**config.mk**
```make
export PLATFORM = sky130hd
export DESIGN_NAME = aodec_core
export DESIGN_NICKNAME = d
export VERILOG_FILES = /design/src/verilog/aodec_pkg.sv /design/src/verilog/aodec_fields.sv /design/src/verilog/aodec_core.sv
export SDC_FILE = /design/constraint.sdc
export NUM_CORES = 1
export LEC_CHECK = 0
export BUFFER_PORTS_ARGS = -buffer_cell sky130_fd_sc_hd__clkbuf_2
export CORE_MARGIN = 5
export CORE_UTILIZATION = 43
export DETAILED_ROUTE_END_ITERATION = 7
export PLACE_DENSITY_LB_ADDON = 0.12
export REMOVE_ABC_BUFFERS = 1
export SETUP_SLACK_MARGIN = 0.5
export SLEW_MARGIN = 10
export SYNTH_ARGS = -nofsm -noshare
export SYNTH_HDL_FRONTEND = slang
export SYNTH_HIERARCHICAL = 1
export SYNTH_SLANG_ARGS = --single-unit
export TNS_END_PERCENT = 30
```
**constraint.sdc**
```tcl
create_clock -name clk -period 3.6 [get_ports clk]
set_input_delay 0.72 -clock clk [delete_from_list [all_inputs] [get_ports clk]]
set_output_delay 0.72 -clock clk [all_outputs]
set_load 0.05 [all_outputs]
```
**src/verilog/aodec_pkg.sv**
```systemverilog
/*
  Package for the accumulator/memory-reference instruction decoder:
  opcode patterns, field positions and operation selects.
  Assumes 16-bit instruction words from the program fetch path.
*/
package aodec_pkg;

  // ----------------------------------------------------------------
  // Word layout
  // ----------------------------------------------------------------
  localparam int AODEC_WORD_W     = 16;      // Instruction width
  localparam int AODEC_NIB_HI     = 15;      // Top nibble msb
  localparam int AODEC_NIB_LO     = 12;      // Top nibble lsb
  localparam int AODEC_BYTE_HI    = 15;      // Upper byte msb
  localparam int AODEC_BYTE_LO    = 8;       // Upper byte lsb
  localparam int AODEC_SHIFT4_HI  = 11;      // Four-bit shift code msb
  localparam int AODEC_SHIFT4_LO  = 8;       // Four-bit shift code lsb
  localparam int AODEC_SHIFT3_HI  = 10;      // Three-bit shift msb
  localparam int AODEC_SHIFT3_LO  = 8;       // Three-bit shift lsb
  localparam int AODEC_MODE_BIT   = 7;       // Addressing-mode bit
  localparam int AODEC_DMA_HI     = 6;       // Direct address msb
  localparam int AODEC_DMA_LO     = 0;       // Direct address lsb
  localparam int AODEC_CONST_HI   = 7;       // Short constant msb
  localparam int AODEC_CONST_LO   = 0;       // Short constant lsb
  localparam int AODEC_INC_BIT    = 5;       // Post-increment control
  localparam int AODEC_DEC_BIT    = 4;       // Post-decrement control
  localparam int AODEC_KEEP_BIT   = 3;       // Pointer keep control
  localparam int AODEC_PTR_BIT    = 0;       // New pointer value
  localparam int AODEC_SH3_TOP    = 11;      // Fixed one of 0101 1xxx

  // ----------------------------------------------------------------
  // Opcode patterns
  // ----------------------------------------------------------------
  localparam logic [3:0]  AODEC_NIB_ADD   = 4'h0;        // 0000 SSSS
  localparam logic [3:0]  AODEC_NIB_LOAD  = 4'h2;        // 0010 SSSS
  localparam logic [3:0]  AODEC_NIB_STH   = 4'h5;        // 0101 1xxx
  localparam logic [7:0]  AODEC_OP_ADD_UPPER_HALF_OP   = 8'h60;
  localparam logic [7:0]  AODEC_OP_ADD_UNSIGNED_LOWER_OP   = 8'h61;
  localparam logic [7:0]  AODEC_OP_SUB_UPPER_HALF_OP   = 8'h62;
  localparam logic [7:0]  AODEC_OP_LDK    = 8'h7e;
  localparam logic [15:0] AODEC_WORD_MAG  = 16'h7f88;    // Fixed magnitude word

  // ----------------------------------------------------------------
  // Operation selects and instruction classes
  // ----------------------------------------------------------------
  typedef enum logic [3:0] {
    AODEC_SEL_NONE,
    AODEC_SEL_MAGNITUDE,
    AODEC_SEL_ADD_SHIFTED,
    AODEC_SEL_ADD_UPPER,
    AODEC_SEL_ADD_UNSIGNED,
    AODEC_SEL_LOAD_SHIFTED,
    AODEC_SEL_LOAD_CONST,
    AODEC_SEL_STORE_UPPER,
    AODEC_SEL_SUB_UPPER
  } aodec_sel_t;

  typedef enum logic [1:0] {
    AODEC_CLASS_ACC_MEM,     // This group
    AODEC_CLASS_BRANCH,      // Branch group
    AODEC_CLASS_IO,          // Input/output group
    AODEC_CLASS_OTHER        // Any other group
  } aodec_class_t;

endpackage

```
**src/verilog/aodec_fields.sv**
```systemverilog
/*
  Field extractor for the accumulator/memory-reference decoder.
  Purely combinational; assumes a 16-bit word and a page pointer bit.
*/
`timescale 1ns/10ps
module aodec_fields
  import aodec_pkg::*;
(
  input  wire logic [15:0] word,               // Instruction word
  input  wire logic        page_select_bit,    // Data page pointer
  output logic      [3:0]  shift4,             // Four-bit shift code
  output logic      [2:0]  shift3,             // Store shift field
  output logic             indirect,           // Addressing-mode bit
  output logic      [6:0]  dma,                // Seven-bit address
  output logic      [7:0]  direct_addr,        // Page-joined address
  output logic      [7:0]  short_const,        // Immediate constant
  output logic             post_inc,           // Indirect increment
  output logic             post_dec,           // Indirect decrement
  output logic             ptr_load,           // Load new pointer
  output logic             ptr_value           // New pointer value
);

  // ----------------------------------------------------------------
  // Field slicing
  // ----------------------------------------------------------------
  always_comb begin
    shift4      = word[AODEC_SHIFT4_HI:AODEC_SHIFT4_LO];           // RQ11
    shift3      = word[AODEC_SHIFT3_HI:AODEC_SHIFT3_LO];           // RQ12
    indirect    = word[AODEC_MODE_BIT];                            // RQ13
    dma         = word[AODEC_DMA_HI:AODEC_DMA_LO];                 // RQ13
    direct_addr = {page_select_bit, dma};                          // RQ15
    short_const = word[AODEC_CONST_HI:AODEC_CONST_LO];
    // Indirect controls only mean something with the mode bit set
    post_inc    = indirect & word[AODEC_INC_BIT];                  // RQ16
    post_dec    = indirect & word[AODEC_DEC_BIT];                  // RQ16
    ptr_load    = indirect & ~word[AODEC_KEEP_BIT];                // RQ16
    ptr_value   = word[AODEC_PTR_BIT];
  end

endmodule

```
**src/verilog/aodec_core.sv**
```systemverilog
/*
  Decoder for the accumulator and memory-reference instruction group.
  Assumes the fetch path presents one word per cycle with word_valid,
  the page pointer and two auxiliary register values from the datapath.
*/
// Operation
// RQ1: Group instructions are one word, one cycle
// RQ2: Only branch and I/O flagged multi-cycle
// RQ3: Fixed word decodes as magnitude, no operand
// RQ4: Top nibble 0000 is shifted add
// RQ5: Upper byte 60h add_unsigned_lower_op to upper half
// RQ6: Upper byte 61h add_unsigned_lower_op unsigned low
// RQ7: Top nibble 0010 is shifted load
// RQ8: Upper byte 7Eh loads short constant
// RQ9: Upper byte 0101 1xxx stores upper half
// RQ10: Upper byte 62h subtracts from upper half
// RQ11: Extract four-bit shift code, zero to fifteen
// RQ12: Extract three-bit store shift field
// RQ13: Low byte splits into mode and address
// RQ14: Direct uses page bit, indirect auxiliary register
// RQ15: Page bit is direct address msb
// RQ16: Indirect bits increment, decrement, reload pointer
// RQ17: Select and fields combinational, one-hot select
// RQ18: Unknown words flagged, no update requested
`timescale 1ns/10ps
module aodec_core
  import aodec_pkg::*;
(
  input  wire logic              clk,               // Core clock
  input  wire logic              resetn,            // Async reset, low
  input  wire logic [15:0]       word,              // Fetched word
  input  wire logic              word_valid,        // Word present
  input  wire aodec_class_t      word_class,        // Group from predecoder
  input  wire logic              page_select_bit,   // Data page pointer
  input  wire logic              aux_reg_select,    // Current aux register
  input  wire logic [7:0]        aux_reg0,          // Auxiliary register 0
  input  wire logic [7:0]        aux_reg1,          // Auxiliary register 1
  output aodec_sel_t             op_sel,            // Operation select
  output logic      [8:0]        op_onehot,         // One-hot select
  output logic                   multi_cycle,       // Class may stall
  output logic      [1:0]        cycles,            // Cycle count
  output logic      [1:0]        words,             // Word count
  output logic                   unsupported,       // No match
  output logic                   acc_write,         // Accumulator update
  output logic                   mem_read,          // Operand fetch
  output logic                   mem_write,         // Memory store
  output logic      [3:0]        shift_code,        // Four-bit shift
  output logic      [2:0]        store_shift,       // Three-bit shift
  output logic      [7:0]        operand_addr,      // Effective address
  output logic      [7:0]        short_const,       // Immediate constant
  output logic                   sign_ext_off,      // Unsigned operand
  output logic                   upper_half,        // Targets upper half
  output logic                   is_subtract,       // Subtract form
  output logic                   aux_inc,           // Post-increment
  output logic                   aux_dec,           // Post-decrement
  output logic                   aux_ptr_load,      // Pointer reload
  output logic                   aux_ptr_value,     // Pointer new value
  output logic      [7:0]        decoded_count,     // Registered count
  output logic      [7:0]        unsupported_count  // Registered count
);

  // ----------------------------------------------------------------
  // Constants local to the decode
  // ----------------------------------------------------------------
  localparam logic [1:0] AODEC_ONE      = 2'h1;     // One word, one cycle
  localparam logic [7:0] AODEC_CNT_ZERO = 8'h00;    // Counter reset value
  localparam logic [7:0] AODEC_CNT_STEP = 8'h01;    // Counter increment

  // ----------------------------------------------------------------
  // Field extraction
  // ----------------------------------------------------------------
  logic [3:0] f_shift4;       // Shift code field
  logic [2:0] f_shift3;       // Store shift field
  logic       f_indirect;     // Mode bit
  logic [6:0] f_dma;          // Direct address field
  logic [7:0] f_direct;       // Page-joined address
  logic [7:0] f_const;        // Low byte constant
  logic       f_inc;          // Increment control
  logic       f_dec;          // Decrement control
  logic       f_ptr_load;     // Pointer reload control
  logic       f_ptr_value;    // Pointer reload value

  aodec_fields u_fields (
    .word            (word),
    .page_select_bit (page_select_bit),
    .shift4          (f_shift4),
    .shift3          (f_shift3),
    .indirect        (f_indirect),
    .dma             (f_dma),
    .direct_addr     (f_direct),
    .short_const     (f_const),
    .post_inc        (f_inc),
    .post_dec        (f_dec),
    .ptr_load        (f_ptr_load),
    .ptr_value       (f_ptr_value)
  );

  // ----------------------------------------------------------------
  // Helpers
  // ----------------------------------------------------------------
  // Does this select read or write a data memory operand
  function automatic logic uses_memory(input aodec_sel_t s);
    case (s)
      AODEC_SEL_ADD_SHIFTED, AODEC_SEL_ADD_UPPER, AODEC_SEL_ADD_UNSIGNED,
      AODEC_SEL_LOAD_SHIFTED, AODEC_SEL_STORE_UPPER,
      AODEC_SEL_SUB_UPPER: uses_memory = 1'b1;
      default:             uses_memory = 1'b0;
    endcase
  endfunction

  // One-hot vector of a select, bit index is enum position
  function automatic logic [8:0] onehot_of(input aodec_sel_t s);
    onehot_of = 9'h001 << s;
  endfunction

  // ----------------------------------------------------------------
  // Opcode match
  // ----------------------------------------------------------------
  aodec_sel_t next_sel;       // Decoded select
  logic [7:0] upper;          // Upper byte
  logic [3:0] top;            // Top nibble

  always_comb begin
    upper    = word[AODEC_BYTE_HI:AODEC_BYTE_LO];
    top      = word[AODEC_NIB_HI:AODEC_NIB_LO];
    next_sel = AODEC_SEL_NONE;
    // Only words of this group are decoded at all
    if (word_valid && word_class == AODEC_CLASS_ACC_MEM) begin
      // Exact word checked first; its upper byte matches no other row
      if (word == AODEC_WORD_MAG) begin
        next_sel = AODEC_SEL_MAGNITUDE;                              // RQ3
      end else if (top == AODEC_NIB_ADD) begin
        next_sel = AODEC_SEL_ADD_SHIFTED;                            // RQ4
      end else if (top == AODEC_NIB_LOAD) begin
        next_sel = AODEC_SEL_LOAD_SHIFTED;                           // RQ7
      end else if (top == AODEC_NIB_STH && word[AODEC_SH3_TOP]) begin
        next_sel = AODEC_SEL_STORE_UPPER;                            // RQ9
      end else begin
        case (upper)
          AODEC_OP_ADD_UPPER_HALF_OP: next_sel = AODEC_SEL_ADD_UPPER;             // RQ5
          AODEC_OP_ADD_UNSIGNED_LOWER_OP: next_sel = AODEC_SEL_ADD_UNSIGNED;          // RQ6
          AODEC_OP_SUB_UPPER_HALF_OP: next_sel = AODEC_SEL_SUB_UPPER;             // RQ10
          AODEC_OP_LDK:  next_sel = AODEC_SEL_LOAD_CONST;            // RQ8
          default:       next_sel = AODEC_SEL_NONE;                  // RQ18
        endcase
      end
    end
  end

  // ----------------------------------------------------------------
  // Decoded outputs, same cycle as the word
  // ----------------------------------------------------------------
  always_comb begin
    op_sel        = next_sel;                                        // RQ17
    op_onehot     = (next_sel == AODEC_SEL_NONE) ? 9'h000 : onehot_of(next_sel); // RQ17
    // Branch and I/O are the only multi-cycle classes
    multi_cycle   = word_valid && (word_class == AODEC_CLASS_BRANCH ||
                                   word_class == AODEC_CLASS_IO);    // RQ2
    cycles        = AODEC_ONE;                                       // RQ1
    words         = AODEC_ONE;                                       // RQ1
    unsupported   = word_valid && (word_class == AODEC_CLASS_ACC_MEM) &&
                    (next_sel == AODEC_SEL_NONE);                    // RQ18
    // Unmatched words request nothing
    acc_write     = (next_sel != AODEC_SEL_NONE) &&
                    (next_sel != AODEC_SEL_STORE_UPPER);             // RQ18
    mem_read      = uses_memory(next_sel) && (next_sel != AODEC_SEL_STORE_UPPER);
    mem_write     = (next_sel == AODEC_SEL_STORE_UPPER);
    shift_code    = f_shift4;                                        // RQ11
    store_shift   = f_shift3;                                        // RQ12
    short_const   = f_const;                                         // RQ8
    sign_ext_off  = (next_sel == AODEC_SEL_ADD_UNSIGNED);            // RQ6
    upper_half    = (next_sel == AODEC_SEL_ADD_UPPER) ||
                    (next_sel == AODEC_SEL_SUB_UPPER) ||
                    (next_sel == AODEC_SEL_STORE_UPPER);
    is_subtract   = (next_sel == AODEC_SEL_SUB_UPPER);               // RQ10
    // Address: page-joined field or the selected auxiliary register
    if (f_indirect) begin
      operand_addr = aux_reg_select ? aux_reg1 : aux_reg0;           // RQ14
    end else begin
      operand_addr = f_direct;                                       // RQ14
    end
    // Aux updates only for operand words; magnitude has none
    aux_inc       = uses_memory(next_sel) && f_inc;                  // RQ16
    aux_dec       = uses_memory(next_sel) && f_dec;                  // RQ16
    aux_ptr_load  = uses_memory(next_sel) && f_ptr_load;             // RQ16
    aux_ptr_value = f_ptr_value;
  end

  // ----------------------------------------------------------------
  // Activity counters, wrap silently; aid for bring-up only
  // ----------------------------------------------------------------
  always_ff @(posedge clk or negedge resetn) begin
    if (!resetn) begin
      decoded_count <= AODEC_CNT_ZERO;
    end else if (next_sel != AODEC_SEL_NONE) begin
      decoded_count <= decoded_count + AODEC_CNT_STEP;
    end
  end

  always_ff @(posedge clk or negedge resetn) begin
    if (!resetn) begin
      unsupported_count <= AODEC_CNT_ZERO;
    end else if (unsupported) begin
      unsupported_count <= unsupported_count + AODEC_CNT_STEP;       // RQ18
    end
  end

endmodule

```
### Word-level counts from Yosys, hierarchy flattened

Cells that the tools add are included.
W data, S select, Z words.

* register bits: 16
* output and inout bits: 68

* $add $sub $neg: 2
* mux-type cells: 10
* shifts and indexed selects: 1
* bitwise logic cells: 4
* reductions and logical operators: 17
* equality and inequality tests: 16

Operators with widths (count)
* $eq A8 B7 Y1 const B: 4
* $mux W4: 5
* $add A8 B1 Y8 const B: 2
* $eq A16 B15 Y1 const B: 1
* $eq A4 B3 Y1 const B: 4
* $mux W8: 2
* $pmux W4 S4: 1
* $eq A4 B2 Y1 const B: 3
* $logic_and A1 B1 Y1: 9
* $mux W9: 1
* $shl A1 B4 Y9 const A: 1
* $logic_not A4 Y1: 2
* $reduce_or A6 Y1: 1
* $eq A4 B4 Y1 const B: 1
* $ne A4 B3 Y1 const B: 1
* $reduce_bool A4 Y1: 1
* $and A1 B1 Y1: 3
* $logic_or A1 B1 Y1: 3
* $eq A2 B1 Y1 const B: 1
* $eq A2 B2 Y1 const B: 1
* $logic_not A2 Y1: 1
* $mux W1: 1
* $not A1 Y1: 1

### Logic depth before layout (Yosys ltp)

* word-level depth: 11
* mapped depth: 9
* mapped depth without buffers: 8

### Hierarchy

Netlist, hierarchy kept.

By module, submodules not included
* aodec_core: cells each 165, instances 1, area each 1446.4 um^2
* aodec_fields: cells each 35, instances 1, area each 266.5 um^2

### Worst setup path before layout

Ideal clock, no wire load.

* path kind: input port to output port
* from: in word_class[0]
* to: out upper_half
* stages: 7
* data arrival time: 3.693 ns
* path slack: -0.813 ns
* required time: 2.880 ns
* cells stage by stage: inv_1 > ha_1 > nand2_1 > nor2_1 > o21ai_2 > nor4b_1 > nand2b_1

* word-level cells in the longest chain between the ends: 6
* elaborated cells between the ends (all ways): 8

RTL lines
* start: declaration: line aodec_core.sv:33 `input wire aodec_class_t word_class,`
* $logic_not A2 Y1 *: line aodec_core.sv:128 `if (word_valid && word_class == AODEC_CLASS_ACC_MEM) begin`
* $logic_and A1 B1 Y1 *: line aodec_core.sv:128
* $mux W4 *: line aodec_core.sv:128
* via op_sel[3]: line aodec_core.sv:38 `output aodec_sel_t op_sel,`
* $eq A4 B2 Y1 / $eq A4 B4 Y1 (equally long branches): line aodec_core.sv:172, aodec_core.sv:173
* $logic_or A1 B1 Y1: line aodec_core.sv:172 `upper_half = (next_sel == AODEC_SEL_ADD_UPPER) ||`
* $logic_or A1 B1 Y1 *: line aodec_core.sv:173 `(next_sel == AODEC_SEL_SUB_UPPER) ||`
* end: declaration: line aodec_core.sv:52 `output logic upper_half,`

The timed path passes the listed nets; every way through them passes the cells marked *.

### Worst setup path in the final report

* from: in word[15]
* to: out aux_ptr_load

* word-level cells in the longest chain between the ends: 11
* elaborated cells between the ends (all ways): 24

RTL lines
* start: declaration: line aodec_core.sv:31 `input wire logic [15:0] word,`
* $eq A8 B7 Y1 / $eq A4 B3 Y1 (equally long branches): line aodec_core.sv:139, aodec_core.sv:136
* $pmux W4 S4 / $logic_and A1 B1 Y1 (equally long branches): line aodec_core.sv:139, aodec_core.sv:136
* $mux W4: line aodec_core.sv:136 `end else if (top == AODEC_NIB_STH && word[AODEC_SH3_TOP]) begin`
* $mux W4: line aodec_core.sv:134 `end else if (top == AODEC_NIB_LOAD) begin`
* $mux W4: line aodec_core.sv:132 `end else if (top == AODEC_NIB_ADD) begin`
* $mux W4 *: line aodec_core.sv:130 `if (word == AODEC_WORD_MAG) begin`
* $mux W4 *: line aodec_core.sv:128
* $eq A4 B3 Y1 (tied with other cells): line aodec_core.sv:103 `case (s)`
* $reduce_or A6 Y1 *: line aodec_core.sv:103
* $mux W1 *: line aodec_core.sv:103
* $logic_and A1 B1 Y1 *: line aodec_core.sv:185 `aux_ptr_load = uses_memory(next_sel) && f_ptr_load;`
* end: declaration: line aodec_core.sv:56 `output logic aux_ptr_load,`

Mark *: on every way between the ends. The rest lies on a longest branch, timed or not.

==> run_results.csv <==
group,metric,value,unit
place,dp_hpwl,3.40,mm
timing,maxSlewViolCount,0,
clock_network,cts_num_sinks,16,
route,routedWlPerCell,13.1,um
logic_synthesis,synth_cells,193,
route,route.met3.wl,280,um
clock_network,cts-root-buf,"clkbuf_8",
route,maxUsedRoutingLayer,"met4",
timing,setup_violations,0,
logic_synthesis,syn_area,1660,um2
route,drt-initial-drc-count,40,
clock_network,clock_latency,250,ps
clock_network,cts_tree,"done",
logic_synthesis,synth_warnings,6,
cells_and_area,antenna_cells,0,
global_route,grt.total_usage,0.152,
timing,max_freq,0.300,GHz
pwr,total_leakage_power,1.16,nW
cells_and_area,mostFrequentLayoutCells,"clkbuf_2 (90), nor2_1 (18), dfrtp_1 (16)",
worst_setup_path,crit_buf_inv,2,
cells_and_area,multi_input_area,1100,um2
global_route,grt_pass1_vias,1523,
global_route,grt_overflow,0,
clock_network,cts_buffers,3,
cells_and_area,fillers,344,
cells_and_area,nets,316,
worst_setup_path,cp_slowest_stage_delay,590,ps
global_route,antenna_found_initial,0,
route,vias,1637,
route,dr_wl_met2,2.18,mm
timing,fin_setup_tns,0,ps
hold_path,hold_class,"in2async",
route,wl_met1,1.70,mm
die,core,3690,um2
route,avgViaCountPerCell,5.10,
timing,period_needed,3330,ps
worst_setup_path,end_kind,"primary output",
cells_and_area,drive_gt1_frac,0.538,
cells_and_area,syn_to_final_growth,39.1,%
timing,period_share,0.925,
place,gp_congestion,0.795,
route,antenna_left,0,
route,routed_wl,4.20,mm
timing,clock_skew,0.964,ps
die,die_x,72.1,um
clock_network,clkSlewWorstSetupHoldPaths,60,ps
die,pin_count,107,
die,start_util,0.450,
pwr,powerDensity,408,nW/um2
worst_setup_path,crit_arrival,2610,ps
clock_network,hold_buffers,0,
global_route,grt_start_max_net_pins,21,
worst_setup_path,critPathMaxFanout,5,
worst_setup_path,path_cells,"buf_6, or4b_4, nor3_4, a221oi_4, or2_1, mux2_4, nor2b_4, buf_12",
run_status,outcome,"completed",
global_route,grt_first_pass_wirelength,6.56,mm
worst_setup_path,cp-start-kind,"primary input",
clock_network,cts_buffer_depth,2,
worst_setup_path,crit_slowest_cell,"or4b_4",
cells_and_area,layout_commonest_cell,"clkbuf_2",
logic_synthesis,avgSynthCellArea,8.60,um2
die,num_rows,22,
route,drc,0,
worst_setup_path,critical_path_class,"in2out",
pwr,p_total,0.943,mW
pwr,vdd_drop_max,165,uV
worst_setup_path,required,2880,ps
cells_and_area,final-seq-area,400,um2
timing,hold_viol_final,0,
timing,rsz0062_at_grt,"true",
die,dieArea,5200,um2
worst_setup_path,path_delay_family,"simple AND/OR/NAND/NOR gates",
place,port_buffers,101,
worst_setup_path,r2r_slack,2410,ps
job,cap_violations,0,
route,firstDrtPassIters,4,
die,die_h,72.1,um
clock_network,htree_num_levels,1,
## per-stage QoR
step | setup WS [ps] | instance area, um2 | util | std cells | hold slack (ps)
finish | 271 | 2310 | 0.626 | 321 | 385
global route | 225 | 2310 | 0.626 | 321 | 422
CTS | 285 | 2180 | 0.591 | 319 | 392
detailed placement | 64.8 | 2030 | 0.550 | 313 | 460
global placement | 119 | 2030 | 0.550 | 313 | 458
floorplan | -813 | 1400 | - | 158 | 424
## where the power goes
group / switching [mW] / internal [mW] / leakage (nW)
Sequential: 0.0617 / 0.228 / 0.209
Clock: 0.0614 / 0.0971 / 0.0288
Combinational: 0.363 / 0.132 / 0.917
Total: 0.486 / 0.457 / 1.16
## worst register-to-register path: cells and delay by family, from the launching register on
kind,cells,cell delay [ps]
AND/OR/NAND/NOR,2,390
flip-flops,1,410
AO/OA/AOI/OAI,1,130
XOR/XNOR,1,150
## repair_timing
item	4_1_cts	5_1_grt
pin swaps	1	7
resized for setup	18	38
setup buffers	2	2
endpoints found under the setup margin	16	18
## sequential cells by signal (all words and copies together), names as in the netlist
name               count
decoded_count          8
unsupported_count      8
## routing by layer
metal	vias up	track usage
met3	4	0.0152
met5	-	0
met1	754	0.190
met4	0	0.0501
li1	819	-
met2	60	0.272
## layout make-up
class	count	share of cell area
Multi-Input combinational cell	138	0.477
Sequential cell	16	0.173
Clock buffer	4	0.0238
Tap cell	48	0.0260
Timing Repair Buffer	111	0.293
Inverter	4	0.00650
## final timing paths
path / startpoint / end / cells after the start
min in group clk: unsupported_count[7] / unsupported_count[7] / 1
worst max register to register: decoded_count[2] / decoded_count[7] / 4
worst min register to register: unsupported_count[7] / unsupported_count[7] / 1
worst max-delay path: word[15] / aux_ptr_load / 8
worst min-delay path: resetn / decoded_count[4] / 1
max in group asynchronous: resetn / decoded_count[6] / 1
(Power assumes the default switching activity.)
